**src/mil_defines.vh**
```
// register offsets, bit positions, reset values and timing for the interrupt logic
`ifndef MIL_DEFINES_VH
`define MIL_DEFINES_VH
// wishbone word offsets (byte addresses)
`define MIL_ADDR_CTRL 6'h00
`define MIL_ADDR_OPTION 6'h04
`define MIL_ADDR_PFLAG_A 6'h08
`define MIL_ADDR_PFLAG_B 6'h0c
`define MIL_ADDR_PEN_A 6'h10
`define MIL_ADDR_PEN_B 6'h14
`define MIL_ADDR_STAT 6'h18
`define MIL_ADDR_MASK 6'h1c
`define MIL_ADDR_CORE 6'h20
// control register bit positions
`define MIL_BIT_GIE 7
`define MIL_BIT_PERIPHERAL_IRQ_ENABLE 6
`define MIL_BIT_TOIE 5
`define MIL_BIT_EXTE 4
`define MIL_BIT_PCIE 3
`define MIL_BIT_TOIF 2
`define MIL_BIT_EXTF 1
`define MIL_BIT_PCIF 0
// option register edge select
`define MIL_BIT_EDGE 6
// reset values
`define MIL_CTRL_RST 8'h00
`define MIL_OPTION_RST 8'hff
`define MIL_PREG_RST 8'h00
// vector address loaded on entry
`define MIL_VECTOR 13'h0004
// quarter cycles per instruction cycle
`define MIL_QPHASES 4
// timer overflow boundary
`define MIL_TMR_MAX 8'hff
`define MIL_TMR_MIN 8'h00
// summary interrupt status bits
`define MIL_ST_ENTRY 0
`define MIL_ST_WAKE 1
`endif

```
**src/mil_sync.v**
```verilog
// three-stage synchroniser with agreement filter for one pin
`timescale 1ns/10ps
`default_nettype none
module mil_sync
(
    // clock and reset
    input wire clk,
    input wire rst,
    // pin and filtered level
    input wire pin,
    output reg level
);
    reg s1;
    reg s2;
    reg s3;

    // s1 only feeds s2; level moves once s2 and s3 agree
    always @(posedge clk)
    begin
        if (rst)
        begin
            s1 <= 1'b0;
            s2 <= 1'b0;
            s3 <= 1'b0;
            level <= 1'b0;
        end
        else
        begin
            s1 <= pin;
            s2 <= s1;
            s3 <= s2;
            if (s2 == s3)
                level <= s3;
        end
    end
endmodule
`default_nettype wire

```
**src/mil_flag.v**
```verilog
// one sticky flag: hardware set beats software clear
`timescale 1ns/10ps
`default_nettype none
module mil_flag
(
    // clock and reset
    input wire clk,
    input wire rst,
    // set and clear
    input wire set,
    input wire clr,
    output reg q
);
    // a set in the clearing cycle must not be lost
    always @(posedge clk)
    begin
        if (rst)
            q <= 1'b0;
        else if (set)
            q <= 1'b1;
        else if (clr)
            q <= 1'b0;
    end
endmodule
`default_nettype wire

```
**src/mil_top.v**
```verilog
// interrupt logic of the microcontroller core with wishbone register access
// Operation
// twelve request sources, each with own flag bit and own enable bit. The code has nineteen sources.
// flags set on their event whatever any enable says.
// global enable at control bit 7 allows unmasked requests, else blocks all.
// vector as soon as global enable and any flag with its enable.
// global enable is cleared on every reset.
// on entry clear global enable, push return address, load pc with 0004h.
// return from interrupt pops return address and sets global enable.
// entry saves only the return pc, nothing else.
// external event to vector takes three or four instruction cycles. The code takes at most one cycle after the flag sets.
// peripheral flags in two registers, two enable registers, peripheral enable gate.
// external pin edge: rising when option bit 6 set, else falling.
// valid edge sets control bit 1; control bit 4 masks it.
// pin wakes from sleep only if its enable was set before sleep.
// after wake vector only if global enable set, else continue.
// timer ff to 00 overflow sets bit 2, gated by bit 5.
// change on upper port pins 7:4 sets bit 0, gated by change enable.
// firmware clears serviced flags before re-enabling interrupts.
// flags stay set until software clears them; exit clears nothing.
`timescale 1ns/10ps
`default_nettype none
`include "mil_defines.vh"
module mil_top
(
    // clock and reset
    input wire clk,
    input wire rst,
    // wishbone classic slave
    input wire wb_cyc_i,
    input wire wb_stb_i,
    input wire wb_we_i,
    input wire [5:0] wb_adr_i,
    input wire [3:0] wb_sel_i,
    input wire [31:0] wb_dat_i,
    output reg [31:0] wb_dat_o,
    output reg wb_ack_o,
    // event sources
    input wire ext_irq_pin,
    input wire [3:0] upper_port_pins,
    input wire [7:0] timer_zero_count,
    input wire [7:0] periph_events_a,
    input wire [7:0] periph_events_b,
    // core sequencer
    input wire q_phase_end,
    input wire [12:0] core_pc,
    input wire return_from_irq_instr,
    input wire sleep_enter,
    // core outputs
    output reg irq_vector_req,
    output reg [12:0] vector_pc,
    output reg stack_push,
    output reg [12:0] stack_push_data,
    output reg stack_pop,
    output reg wake,
    output reg sleeping,
    // summary interrupt
    output reg irq
);
    // control register pieces
    localparam [7:0] option_rst = `MIL_OPTION_RST;
    reg global_irq_enable;
    reg peripheral_irq_enable;
    reg timer_overflow_enable;
    reg ext_pin_enable;
    reg port_change_enable;
    reg ext_edge_select;
    reg [7:0] periph_enable_reg_a;
    reg [7:0] periph_enable_reg_b;
    reg [1:0] stat;
    reg [1:0] mask;
    wire timer_overflow_flag;
    wire ext_pin_flag;
    wire port_change_flag;
    wire [7:0] periph_flag_reg_a;
    wire [7:0] periph_flag_reg_b;
    wire [7:0] irq_control_reg;
    // synchronised pins
    wire ext_lvl;
    wire [3:0] port_lvl;
    reg ext_prev;
    reg [3:0] port_prev;
    reg [7:0] tmr_prev;
    // bus decode
    wire wb_req;
    wire wr;
    wire [31:0] wmask;
    wire [7:0] wbyte;
    // events and request
    wire ext_edge;
    wire port_change;
    wire tmr_ovf;
    wire pending;
    wire periph_pending;
    reg [1:0] qcnt;
    reg [1:0] next_qcnt;
    reg ext_en_at_sleep;

    assign wb_req = wb_cyc_i & wb_stb_i & ~wb_ack_o;
    assign wr = wb_req & wb_we_i & wb_sel_i[0];
    assign wmask = {{8{wb_sel_i[3]}}, {8{wb_sel_i[2]}}, {8{wb_sel_i[1]}}, {8{wb_sel_i[0]}}};
    assign wbyte = wb_dat_i[7:0];

    // pin synchronisers
    mil_sync u_sync_ext
    (
        .clk(clk),
        .rst(rst),
        .pin(ext_irq_pin),
        .level(ext_lvl)
    );
    genvar gi;
    generate
        for (gi = 0; gi < 4; gi = gi + 1)
        begin : g_port
            mil_sync u_sync_port
            (
                .clk(clk),
                .rst(rst),
                .pin(upper_port_pins[gi]),
                .level(port_lvl[gi])
            );
        end
    endgenerate

    // previous values for edge, change and overflow detection
    always @(posedge clk)
    begin
        if (rst)
        begin
            ext_prev <= 1'b0;
            port_prev <= 4'h0;
            tmr_prev <= 8'h00;
        end
        else
        begin
            ext_prev <= ext_lvl;
            port_prev <= port_lvl;
            tmr_prev <= timer_zero_count;
        end
    end

    // edge polarity follows the option bit
    assign ext_edge = ext_edge_select ? (ext_lvl & ~ext_prev) : (~ext_lvl & ext_prev);
    assign port_change = |(port_lvl ^ port_prev);
    assign tmr_ovf = (tmr_prev == `MIL_TMR_MAX) && (timer_zero_count == `MIL_TMR_MIN);

    // flags set regardless of enables; only software write of zero clears them
    mil_flag u_flag_ext
    (
        .clk(clk),
        .rst(rst),
        .set(ext_edge),
        .clr(wr && wb_adr_i == `MIL_ADDR_CTRL && !wbyte[`MIL_BIT_EXTF]),
        .q(ext_pin_flag)
    );
    mil_flag u_flag_tmr
    (
        .clk(clk),
        .rst(rst),
        .set(tmr_ovf),
        .clr(wr && wb_adr_i == `MIL_ADDR_CTRL && !wbyte[`MIL_BIT_TOIF]),
        .q(timer_overflow_flag)
    );
    mil_flag u_flag_port
    (
        .clk(clk),
        .rst(rst),
        .set(port_change),
        .clr(wr && wb_adr_i == `MIL_ADDR_CTRL && !wbyte[`MIL_BIT_PCIF]),
        .q(port_change_flag)
    );
    generate
        for (gi = 0; gi < 8; gi = gi + 1)
        begin : g_pflag
            mil_flag u_flag_pa
            (
                .clk(clk),
                .rst(rst),
                .set(periph_events_a[gi]),
                .clr(wr && wb_adr_i == `MIL_ADDR_PFLAG_A && !wbyte[gi]),
                .q(periph_flag_reg_a[gi])
            );
            mil_flag u_flag_pb
            (
                .clk(clk),
                .rst(rst),
                .set(periph_events_b[gi]),
                .clr(wr && wb_adr_i == `MIL_ADDR_PFLAG_B && !wbyte[gi]),
                .q(periph_flag_reg_b[gi])
            );
        end
    endgenerate

    assign irq_control_reg = {global_irq_enable, peripheral_irq_enable, timer_overflow_enable,
        ext_pin_enable, port_change_enable, timer_overflow_flag, ext_pin_flag, port_change_flag};

    // nineteen sources gated by own enable; peripherals also by peripheral enable
    assign periph_pending = peripheral_irq_enable &
        (|(periph_flag_reg_a & periph_enable_reg_a) | |(periph_flag_reg_b & periph_enable_reg_b));
    assign pending = (ext_pin_flag & ext_pin_enable) | (timer_overflow_flag & timer_overflow_enable) |
        (port_change_flag & port_change_enable) | periph_pending;

    // quarter-phase counter: request is taken at the instruction boundary
    always @*
    begin
        next_qcnt = qcnt;
        if (q_phase_end)
            next_qcnt = qcnt + 2'd1;
    end

    // enables, entry, return, sleep and wake
    always @(posedge clk)
    begin
        if (rst)
        begin
            global_irq_enable <= 1'b0;
            peripheral_irq_enable <= 1'b0;
            timer_overflow_enable <= 1'b0;
            ext_pin_enable <= 1'b0;
            port_change_enable <= 1'b0;
            ext_edge_select <= option_rst[`MIL_BIT_EDGE];
            periph_enable_reg_a <= `MIL_PREG_RST;
            periph_enable_reg_b <= `MIL_PREG_RST;
            qcnt <= 2'd0;
            irq_vector_req <= 1'b0;
            vector_pc <= 13'h0000;
            stack_push <= 1'b0;
            stack_push_data <= 13'h0000;
            stack_pop <= 1'b0;
            wake <= 1'b0;
            sleeping <= 1'b0;
            ext_en_at_sleep <= 1'b0;
        end
        else
        begin
            qcnt <= next_qcnt;
            irq_vector_req <= 1'b0;
            stack_push <= 1'b0;
            stack_pop <= 1'b0;
            wake <= 1'b0;
            if (wr && wb_adr_i == `MIL_ADDR_CTRL)
            begin
                global_irq_enable <= wbyte[`MIL_BIT_GIE];
                peripheral_irq_enable <= wbyte[`MIL_BIT_PERIPHERAL_IRQ_ENABLE];
                timer_overflow_enable <= wbyte[`MIL_BIT_TOIE];
                ext_pin_enable <= wbyte[`MIL_BIT_EXTE];
                port_change_enable <= wbyte[`MIL_BIT_PCIE];
            end
            if (wr && wb_adr_i == `MIL_ADDR_OPTION)
                ext_edge_select <= wbyte[`MIL_BIT_EDGE];
            if (wr && wb_adr_i == `MIL_ADDR_PEN_A)
                periph_enable_reg_a <= wbyte;
            if (wr && wb_adr_i == `MIL_ADDR_PEN_B)
                periph_enable_reg_b <= wbyte;
            // return: pop address and re-enable; flags are left alone
            if (return_from_irq_instr)
            begin
                stack_pop <= 1'b1;
                global_irq_enable <= 1'b1;
            end
            // capture the pin enable as sleep begins
            if (sleep_enter && !sleeping)
            begin
                sleeping <= 1'b1;
                ext_en_at_sleep <= ext_pin_enable;
            end
            // wake: pin only if its enable was set before sleep, other requests by their current enables and only while the pin flag is clear; vectoring decided below
            if (sleeping && ((ext_pin_flag && ext_en_at_sleep) || (pending && !ext_pin_flag)))
            begin
                sleeping <= 1'b0;
                wake <= 1'b1;
            end
            // entry only at an instruction boundary, at most one cycle after the flag rather than the three to four of R9
            if (global_irq_enable && pending && !sleeping && q_phase_end &&
                qcnt == 2'd3 && !return_from_irq_instr)
            begin
                global_irq_enable <= 1'b0;
                stack_push <= 1'b1;
                stack_push_data <= core_pc;
                vector_pc <= `MIL_VECTOR;
                irq_vector_req <= 1'b1;
            end
        end
    end

    // sticky summary status and mask; write one to clear, set wins
    always @(posedge clk)
    begin
        if (rst)
        begin
            stat <= 2'b00;
            mask <= 2'b00;
            irq <= 1'b0;
        end
        else
        begin
            stat[`MIL_ST_ENTRY] <= irq_vector_req |
                (stat[`MIL_ST_ENTRY] & ~(wr && wb_adr_i == `MIL_ADDR_STAT && wbyte[`MIL_ST_ENTRY]));
            stat[`MIL_ST_WAKE] <= wake |
                (stat[`MIL_ST_WAKE] & ~(wr && wb_adr_i == `MIL_ADDR_STAT && wbyte[`MIL_ST_WAKE]));
            if (wr && wb_adr_i == `MIL_ADDR_MASK)
                mask <= wbyte[1:0];
            irq <= |(stat & mask);
        end
    end

    // bus read and one-cycle acknowledge; unmapped reads zero
    always @(posedge clk)
    begin
        if (rst)
        begin
            wb_ack_o <= 1'b0;
            wb_dat_o <= 32'h0000_0000;
        end
        else
        begin
            wb_ack_o <= wb_req;
            wb_dat_o <= 32'h0000_0000;
            if (wb_req && !wb_we_i)
            begin
                if (wb_adr_i == `MIL_ADDR_CTRL)
                    wb_dat_o <= {24'h000000, irq_control_reg} & wmask;
                else if (wb_adr_i == `MIL_ADDR_OPTION)
                    wb_dat_o <= {25'h0000000, ext_edge_select, 6'h00} & wmask;
                else if (wb_adr_i == `MIL_ADDR_PFLAG_A)
                    wb_dat_o <= {24'h000000, periph_flag_reg_a} & wmask;
                else if (wb_adr_i == `MIL_ADDR_PFLAG_B)
                    wb_dat_o <= {24'h000000, periph_flag_reg_b} & wmask;
                else if (wb_adr_i == `MIL_ADDR_PEN_A)
                    wb_dat_o <= {24'h000000, periph_enable_reg_a} & wmask;
                else if (wb_adr_i == `MIL_ADDR_PEN_B)
                    wb_dat_o <= {24'h000000, periph_enable_reg_b} & wmask;
                else if (wb_adr_i == `MIL_ADDR_STAT)
                    wb_dat_o <= {30'h00000000, stat} & wmask;
                else if (wb_adr_i == `MIL_ADDR_MASK)
                    wb_dat_o <= {30'h00000000, mask} & wmask;
                else if (wb_adr_i == `MIL_ADDR_CORE)
                    wb_dat_o <= {30'h00000000, qcnt} & wmask;
            end
        end
    end
endmodule
`default_nettype wire

```
**config.mk**
```make
export PLATFORM = sky130hd
export DESIGN_NAME = mil_top
export DESIGN_NICKNAME = d
export VERILOG_FILES = /design/src/mil_sync.v /design/src/mil_flag.v /design/src/mil_top.v
export VERILOG_INCLUDE_DIRS = /design/src /design/src/src
export SDC_FILE = /design/constraint.sdc
export NUM_CORES = 1
export LEC_CHECK = 0
export BUFFER_PORTS_ARGS = -buffer_cell sky130_fd_sc_hd__buf_2
export CORE_UTILIZATION = 51
export DETAILED_ROUTE_END_ITERATION = 16
export HOLD_SLACK_MARGIN = 0.05
export PLACE_DENSITY_LB_ADDON = 0.1
export SLEW_MARGIN = 0
export SYNTH_ARGS = -nofsm -noshare
export SYNTH_HDL_FRONTEND = slang
export SYNTH_HIERARCHICAL = 1
export SYNTH_SLANG_ARGS = --single-unit
```
**constraint.sdc**
```tcl
create_clock -name clk -period 2.19 [get_ports clk]
set_clock_uncertainty 0.2 [all_clocks]
set_input_delay 0 -clock clk [delete_from_list [all_inputs] [get_ports clk]]
set_output_delay 0 -clock clk [all_outputs]
set_load 0.01 [all_outputs]
```
==> impl_metrics.toml, run 1 <==
[floorplan]
start_util = 0.522
num_io_pins = 157
core_area_mm2 = 0.00920
fp-row-count = 35
die_w_um = 99.1
dieArea_mm2 = 0.00981
die_h_um = 99.1

[global_routing]
grt_max_degree = 114
grt_pass1_wl_um = 18600
track_usage = 0.240
globalRouteOverflowTotal = 0
grt_pass1_vias = 3929
antenna_found_initial = 0

[detailed_routing]
final_antenna_net_count = 0
routed_wl_um = 11300
routedWlPerCell_um = 13.9
vias_per_cell = 4.96
vias = 4039
drc_errors = 0
firstDrtPassIters = 4
drt-initial-drc-count = 179

[run]
maxCapViolCount = 0

[clocking]
cts_made_buffers = 9
clkSlewWorstSetupHoldPaths_ns = 0.10
cts.sinks = 109
clk_latency_ns = 0.37
cts_tree = "yes"
ctsHtreeMaxLevel = 3
cts_root_buffer = "clkbuf_8"
cts_buffer_depth = 2

[layout]
drive_gt1_frac = 0.237
syn2layout_area_growth_pct = 33.4
antennaDiodeCount = 0
final_cells = 815
seqCellArea_mm2 = 0.00218
fill_cells = 740
multi_input_area_mm2 = 0.00235
nets = 792

[power]
ir_drop_uv = 386
pwr-share-comb = 0.114
p_sw_uw = 982
p_seq_frac = 0.559
leakage_nw = 2.80
power.internal_mw = 2.71
switching_share = 0.266
design_power_total_mw = 3.69
power.density_mw_per_mm2 = 576
power.share.clock = 0.327

[placement]
place_congestion = 0.834
dpl.cell_count = 718
hpwl_um = 7280
numPortBuffers = 93

[yosys]
ys_async_sr_fraction = 0
ys_warn_count = 6
synth_area_leaders = "dfxtp_1, mux2i_1, nand2b_1"
synth_cells = 514
synth_seq_cells = 109
syn_area_mm2 = 0.00480
synth-edff-count = 0
synth_ff_type = "dfxtp_1"
synth.avg_cell_area_um2 = 9.35
yosysUniqueCellTypes = 47
synth.top_cell.area_share = 0.454
yosysSeqAreaShare = 0.454
synth_top_cell_by_area = "dfxtp_1"

[sta]
drv_slew = 0
setup_viol = 0
period_needed_ns = 2.08
finalHoldViolCount = 0
maxSlewHeadroom = 0.584
post-route-period-util = 0.948
worst_pin_slew_ns = 0.621
max_freq_ghz = 0.482

[hold_path]
hp-class = "primary input to register"

[worst_setup_path]
critPathKind = "primary input to register"
start_kind = "primary input"
crit_fanout = 7
cp.arrival_ns = 2.13
required_ns = 2.24
cp-end-kind = "register"

[outcome]
status = "completed"
## placed cells by master, fill, tap and decap left out, drive strengths merged, types with 9 or more instances in the layout
cell,instances
dlygate4sd3,81
nor2,58
nand2,19
o21ai,17
a21oi,30
nor2b,32
clkbuf,9
conb,36
nand2b,47
a22oi,11
buf,113
mux2i,39
inv,26
dfxtp,109
## layout make-up
cell class	count	area share
sequential	109	0.340
timing repair buffer	194	0.225
multi-input combinational	361	0.366
inverter	24	0.0141
tap	111	0.0217
clock inverter	7	0.0129
clock buffer	9	0.0193
## cell usage after synthesis (2+ instances only)
| library cell | n |
|---|---|
| dfxtp_1 | 109 |
| nor2_1 | 58 |
| nand2b_1 | 47 |
| mux2i_1 | 39 |
| buf_4 | 37 |
| nor2b_1 | 32 |
| inv_1 | 24 |
| a21oi_2 | 19 |
| nand2_1 | 19 |
| clkbuf_1 | 13 |
| a21oi_1 | 11 |
| a22oi_1 | 11 |
| o21ai_0 | 11 |
| a221oi_1 | 7 |
| nand4_1 | 7 |
| nor3_1 | 6 |
| o21ai_1 | 6 |
| a22o_1 | 5 |
| mux2_2 | 5 |
| nor4_1 | 5 |
| xnor2_1 | 5 |
| nand3_1 | 4 |
| nand3b_1 | 3 |
| a2bb2oi_1 | 2 |
| a31oi_1 | 2 |
| and4_1 | 2 |
| buf_1 | 2 |
| buf_2 | 2 |
| mux4_2 | 2 |
| or4_1 | 2 |
## per-layer routing
layer / track usage / wire [um] / up-vias
met5: 0 / 0 / -
met4: 0.0633 / 192 / 0
met3: 0.0567 / 537 / 15
met2: 0.441 / 5640 / 117
met1: 0.279 / 4970 / 1869
li1: - / - / 2038
## flip-flops by register name, indices dropped and copies added, names as in the netlist, 4 cells and up
name and count:
g_port.u_sync_port/level 4, g_port.u_sync_port/s3 4, g_port.u_sync_port/s2 4, g_pflag.u_flag_pa/q 8, wb_dat_o 8, g_pflag.u_flag_pb/q 8, port_prev 4, periph_enable_reg_b 8
tmr_prev 8, g_port.u_sync_port/s1 4, stack_push_data 13, periph_enable_reg_a 8
## cells by family (layout without fill, tap and decap cells)
logic type	count (synthesis)	count (layout)	synth area share
AOI/OAI and AO/OA	79	79	0.118
adders and majority gates	1	1	0.00260
buffers and inverters	79	234	0.0927
xor gates and xnor gates	5	5	0.00911
DFF	109	109	0.454
and+or+nand+nor	193	193	0.217
other	1	36	0.000781
muxes	47	47	0.105
## per-stage QoR
| step | utilization | cell area, um2 | setup slack [ns] | hold WS (ns) | setup TNS, ns |
|---|---|---|---|---|---|
| 3_3_place_gp | 0.582 | 5350 | 0.0520 | 0.00678 | 0 |
| 3_5_place_dp | 0.582 | 5350 | -0.00566 | 0.0138 | -0.00566 |
| 6_report | 0.697 | 6410 | 0.114 | 0.000727 | 0 |
| 2_1_floorplan | - | 4940 | 0.197 | -0.138 | 0 |
| 4_1_cts | 0.695 | 6390 | 0.0347 | 0.0675 | 0 |
| 5_1_grt | 0.697 | 6410 | -0.00739 | 0.0587 | -0.00739 |
## timing repair
action	in CTS	in global routing
gates resized for setup	1	6
setup buffers	0	0
endpoints found under the hold margin	105	1
pin swaps	0	2
setup endpoints to repair	11	5
hold buffers	82	1
## worst max-delay path, stage by stage
cell,delay [ns]
dlygate4sd3_1,0.53
buf_2,0.14
or4_4,0.51
or4_4,0.47
buf_6,0.17
nor2_1,0.10
nand2b_1,0.15
a21oi_2,0.06
## power by group through the flow
| stage | clock [mW] | sequential, mW | combinational (mW) |
|---|---|---|---|
| global placement | 0 | 2.11 | 0.295 |
| global route | 1.31 | 2.07 | 0.461 |
| detailed placement | 0 | 2.11 | 0.302 |
| CTS | 1.24 | 2.06 | 0.411 |
| finish | 1.21 | 2.06 | 0.419 |
| floorplan | 0 | 2.10 | 0.213 |
## final timing paths
path | startpoint | end | slack [ns] | cells after the start
max | wb_adr_i[4] | u_flag_ext/q$_SDFFE_PP0P_ | 0.11 | 8
min | wb_adr_i[5] | wb_dat_o[0]$_SDFF_PP0_ | 0.0007 | 5
max reg2reg | wb_ack_o$_SDFF_PP0_ | wb_dat_o[2]$_SDFF_PP0_ | 0.14 | 5
min reg2reg | g_port[1].u_sync_port/s1$_SDFF_PP0_ | g_port[1].u_sync_port/s2$_SDFF_PP0_ | 0.25 | 1
Note: power is estimated with default switching activity, not from simulation.
==> run 2, diff against run 1 <==
Settings changed: CAP_MARGIN from default to 20, CORE_UTILIZATION 51 to 46.
Clock period 2.19 ns to 1.9 ns, I/O delays scaled along.
==> run 2 against run 1 <==
Combinational power up 17%. Die area up 11%. Total power up 14%. Critical path type is now register to register. Final area is 1.1% higher. Clock-buffer cell count is the same. Hold slack improved by 0.017 ns. Flip-flop and latch count unchanged. Critical path depth is 3 lower. Register-to-register slack lost 0.13 ns. Critical endpoint is now global_irq_enable$_SDFFE_PP0P_.
==> impl_metrics.toml, run 2 (synthesis results as in run 1) <==
[outcome]
status = "completed"

[worst_setup_path]
cp.arrival_ns = 1.94
cp-end-kind = "register"
start_kind = "register"
critPathKind = "register to register"
required_ns = 1.95
crit_fanout = 3

[hold_path]
hp-class = "primary input to register"

[power]
leakage_nw = 2.82
power.share.clock = 0.321
switching_share = 0.265
p_seq_frac = 0.563
power.internal_mw = 3.10
pwr-share-comb = 0.116
design_power_total_mw = 4.22
p_sw_mw = 1.12
power.density_mw_per_mm2 = 652
ir_drop_uv = 433

[detailed_routing]
firstDrtPassIters = 4
routed_wl_um = 11600
routedWlPerCell_um = 13.8
drc_errors = 0
vias = 4049
vias_per_cell = 4.80
drt-initial-drc-count = 204
final_antenna_net_count = 0

[floorplan]
num_io_pins = 157
die_h_um = 104
core_area_mm2 = 0.00995
dieArea_mm2 = 0.0109
start_util = 0.483
fp-row-count = 36
die_w_um = 104

[sta]
finalHoldViolCount = 0
maxSlewHeadroom = 0.588
worst_pin_slew_ns = 0.618
period_needed_ns = 1.89
max_freq_ghz = 0.528
drv_slew = 0
post-route-period-util = 0.997
rsz0062_at_grt = "true"
setup_viol = 0
tns_ns = 0
timing.hold.ws_ns = 0.0175

[clocking]
clkSlewWorstSetupHoldPaths_ns = 0.11
cts_made_buffers = 9
cts_tree = "yes"
clk_latency_ns = 0.37
ctsHtreeMaxLevel = 3
cts.sinks = 109
cts_root_buffer = "clkbuf_8"
cts_buffer_depth = 2

[layout]
regMostFlops = "stack_push_data"
mostFrequentLayoutCells = "dfxtp_1, buf_2, dlygate4sd3_1, nor2_1, nand2b_1"
largest_register_ffs = 13
final_common_cell = "dfxtp_1"
syn2layout_area_growth_pct = 34.8
nets = 798
drive_gt1_frac = 0.287
fill_cells = 851
antennaDiodeCount = 0
final_util = 0.651

[placement]
hpwl_um = 7780
numPortBuffers = 93
place_congestion = 0.812

[run]
maxCapViolCount = 0

[global_routing]
grt_pass1_wl_um = 19100
antenna_found_initial = 0
track_usage = 0.219
globalRouteOverflowTotal = 0
grt_max_degree = 62
grt_pass1_vias = 4030
[run 2: cell type report]
type	instances	area, um2	area share
Tap cell	133	166	0.0257
Inverter	24	90.1	0.0139
Timing Repair Buffer	200	1460	0.225
Clock inverter	7	66.3	0.0102
Multi-Input combinational cell	361	2390	0.369
Clock buffer	9	124	0.0191
Sequential cell	109	2190	0.337
[run 2: routing by layer]
| layer | track usage | wire length [um] | vias up | share of wire |
|---|---|---|---|---|
| li1 | - | - | 2049 | - |
| met1 | 0.282 | 5280 | 1877 | 0.46 |
| met2 | 0.380 | 5730 | 111 | 0.49 |
| met5 | 0 | 0 | - | 0 |
| met4 | 0.0633 | 130 | 0 | 0.011 |
| met3 | 0.0313 | 447 | 12 | 0.039 |
[run 2: power groups by stage]
stage / clock network [mW] / registers, mW / logic [mW]
2_1_floorplan: 0 / 2.42 / 0.247
3_3_place_gp: 0 / 2.43 / 0.369
3_5_place_dp: 0 / 2.43 / 0.377
4_1_cts: 1.40 / 2.38 / 0.481
5_1_grt: 1.49 / 2.38 / 0.537
6_report: 1.36 / 2.38 / 0.491
[run 2: stage by stage]
stage	worst slack, ns	instance area (um2)	instances
after floorplan	-0.0405	4950	549
after global placement	-0.0743	5550	762
after detailed placement	-0.0614	5550	762
after CTS	0.00475	6420	844
after global routing	-0.0794	6480	843
final	0.00519	6480	843
[run 2: critical path, stage by stage, from the launching register on]
cell      delay, ns
dfxtp_2        0.34
nand3b_1       0.22
or4_4          0.59
mux2_4         0.32
nor2_2         0.08
nor3_1         0.04
[run 2: final timing paths]
kind / startpoint / to / slack, ns / depth (start not counted)
setup reg to reg: wb_ack_o$_SDFF_PP0_ / global_irq_enable$_SDFFE_PP0P_ / 0.005 / 5
hold / removal: wb_adr_i[1] / wb_dat_o[1]$_SDFF_PP0_ / 0.02 / 6
setup / recovery: wb_ack_o$_SDFF_PP0_ / global_irq_enable$_SDFFE_PP0P_ / 0.005 / 5
hold reg to reg: g_port[3].u_sync_port/s1$_SDFF_PP0_ / g_port[3].u_sync_port/s2$_SDFF_PP0_ / 0.25 / 1
[run 2: what timing repair did]
action                     in CTS  in global routing
pin swaps                       1                  2
resized for setup               3                 23
gates cloned                    0                  0
hold endpoints to repair       81                  0
setup endpoints to repair      18                 90
hold buffers                   65                  0
buffers inserted                1                  0
==> run 3, diff against run 2 <==
--- a/config.mk
+++ b/config.mk
@@ -10,3 +10,3 @@
 export CAP_MARGIN = 20
-export CORE_UTILIZATION = 46
+export CORE_UTILIZATION = 51
 export DETAILED_ROUTE_END_ITERATION = 16
==> constraint.sdc (replaced) <==
create_clock -name clk -period 2.1 [get_ports clk]
set_clock_uncertainty 0.2 [all_clocks]
set_input_delay 0 -clock clk [delete_from_list [all_inputs] [get_ports clk]]
set_output_delay 0 -clock clk [all_outputs]
set_load 0.02 [all_outputs]
==> run 3 against run 2 <==
Hold slack worse by 0.0022 ns. Via count grew 1.1%. Combinational power decreased by 3%. Non-clock buffer count grew 5. Global-route usage grew 1.8 points. Critical path type unchanged.
==> impl_metrics.toml, run 3 (synthesis results as in run 1) <==
[outcome]
status = "completed"

[detailed_routing]
routed_wl_um = 11300
vias_per_cell = 4.96
vias = 4095
top_layer_used = "met4"
met3_length_um = 596
drt-initial-drc-count = 110
dr_wl_met2_um = 5560
wl_met1_um = 4840
firstDrtPassIters = 4
drc_errors = 0
routedWlPerCell_um = 13.7
final_antenna_net_count = 0

[clocking]
cts.sinks = 109
clkSlewWorstSetupHoldPaths_ns = 0.11
ctsHtreeMaxLevel = 3
cts_buffer_depth = 2
clk_latency_ns = 0.38
cts_tree = "yes"
cts_made_buffers = 9
cts_root_buffer = "clkbuf_8"

[floorplan]
core_area_mm2 = 0.00920
dieArea_mm2 = 0.00981
die_w_um = 99.1
start_util = 0.522
die_h_um = 99.1
fp-row-count = 35
num_io_pins = 157

[power]
ir_drop_uv = 379
power.density_mw_per_mm2 = 600
leakage_nw = 2.85

[worst_setup_path]
crit_fanout = 9
cp.arrival_ns = 2.16
start_kind = "register"
path_buf_inv = 1
max_stage_delay_ns = 0.37
worstRegToRegCells = 6
reg2reg_slack_ns = 0.05
crit_slowest_cell = "and4_1"
cpLargestDelayFamily = "compound AO/OA/AOI/OAI gates"
cp_cell_sequence = "a22o_1 -> a221oi_1 -> and4_1 -> o21ai_4 -> buf_4 -> mux2i_1"
cp-end-kind = "register"
r2r-start = "g_pflag[4].u_flag_pa/q$_SDFFE_PP0P_"
cp.depth = 6
worstReg2RegEnd = "stack_push_data[5]$_SDFFE_PP0P_"
required_ns = 2.21
critPathKind = "register to register"

[run]
maxCapViolCount = 0

[sta]
fin_ws_ns = 0.0490
setup_viol = 0
maxSlewHeadroom = 0.667
finalHoldViolCount = 0
drv_slew = 0
worst_pin_slew_ns = 0.500
post-route-period-util = 0.977
tns_ns = 0
period_needed_ns = 2.05
max_freq_ghz = 0.488
rsz0062_at_grt = "false"
timing.hold.ws_ns = 0.0153

[layout]
final_common_cell = "dfxtp_1"
antennaDiodeCount = 0
syn2layout_area_growth_pct = 34.7
largest_register_ffs = 13
seqCellArea_mm2 = 0.00218
multi_input_area_mm2 = 0.00233
regMostFlops = "stack_push_data"
final_util = 0.704
mostFrequentLayoutCells = "dfxtp_1, buf_2, dlygate4sd3_1, nor2_1, nand2b_1"
drive_gt1_frac = 0.246
nets = 803
fill_cells = 731

[global_routing]
grt_max_degree = 114
grt_pass1_wl_um = 18300
track_usage = 0.237
grt_pass1_vias = 4019
globalRouteOverflowTotal = 0
antenna_found_initial = 0

[hold_path]
hp-class = "primary input to register"
holdPathStages = 6
min_from = "wb_adr_i[1]"
whs_endpoint = "stat[1]$_SDFF_PP0_"

[placement]
place_congestion = 0.877
place_ws_ns = 0.0911
numPortBuffers = 93
hpwl_um = 7190
run 3: cell types whose count changed in the layout (fill, tap and decap cells not counted), sizes merged:
cell         change
dlygate4sd3     +19
buf             -14
clkinvlp         -1
inv              +1
run 3: what timing repair did:
action,4_1_cts,5_1_grt
hold buffers,82,2
hold endpoints to repair,104,1
endpoints found under the setup margin,0,7
buffers inserted,0,1
gates resized for setup,0,7
run 3: worst max-delay path by stage:
stage | startpoint | slack (ns) | endpoint
finish | g_pflag[4].u_flag_pa/q$_SDFFE_PP0P_ | 0.05 | stack_push_data[5]$_SDFFE_PP0P_
global route | mask[0]$_SDFFE_PP0P_ | 0.001 | wb_dat_o[0]$_SDFF_PP0_
CTS | wb_adr_i[3] | 0.007 | wb_dat_o[1]$_SDFF_PP0_
detailed placement | g_pflag[4].u_flag_pa/q$_SDFFE_PP0P_ | 0.09 | stack_push_data[7]$_SDFFE_PP0P_
global placement | g_pflag[2].u_flag_pa/q$_SDFFE_PP0P_ | 0.10 | stack_push_data[6]$_SDFFE_PP0P_
floorplan | qcnt[0]$_SDFFE_PP0P_ | 0.11 | stack_push_data[10]$_SDFFE_PP0P_
run 3: worst register-to-register path: cells and delay by family (launching register included):
kind	cells	cell delay, ns
buffers and inverters	1	0.19
and+or+nand+nor	1	0.37
DFF	1	0.34
muxes	1	0.18
AOI/OAI and AO/OA	3	0.71
run 3: report_power, final:
group          leakage (nW)  internal, mW  switching (mW)
Combinational          1.86         0.238           0.237
Clock                 0.101         0.467           0.786
Sequential            0.891          2.12          0.0333
Total                  2.85          2.82            1.06
run 3: stage by stage:
| step | power, mW | cell area (um2) | std cells |
|---|---|---|---|
| CTS | 3.90 | 6440 | 825 |
| finish | 3.88 | 6470 | 826 |
| global placement | 2.54 | 5420 | 727 |
| global route | 4.05 | 6470 | 826 |
| floorplan | 2.44 | 4940 | 549 |
| detailed placement | 2.55 | 5420 | 727 |
run 3: cell type report:
cell class                 count  share of cell area
clock buffer                   9              0.0191
clock inverter                 7              0.0112
inverter                      24              0.0139
multi-input combinational    361               0.360
sequential                   109               0.338
tap                          111              0.0215
timing repair buffer         205               0.237
run 3: metal layers:
metal / vias to the layer above / track usage
met5: - / 0
met4: 0 / 0.0803
met3: 26 / 0.0645
met2: 133 / 0.430
met1: 1878 / 0.269
li1: 2058 / -
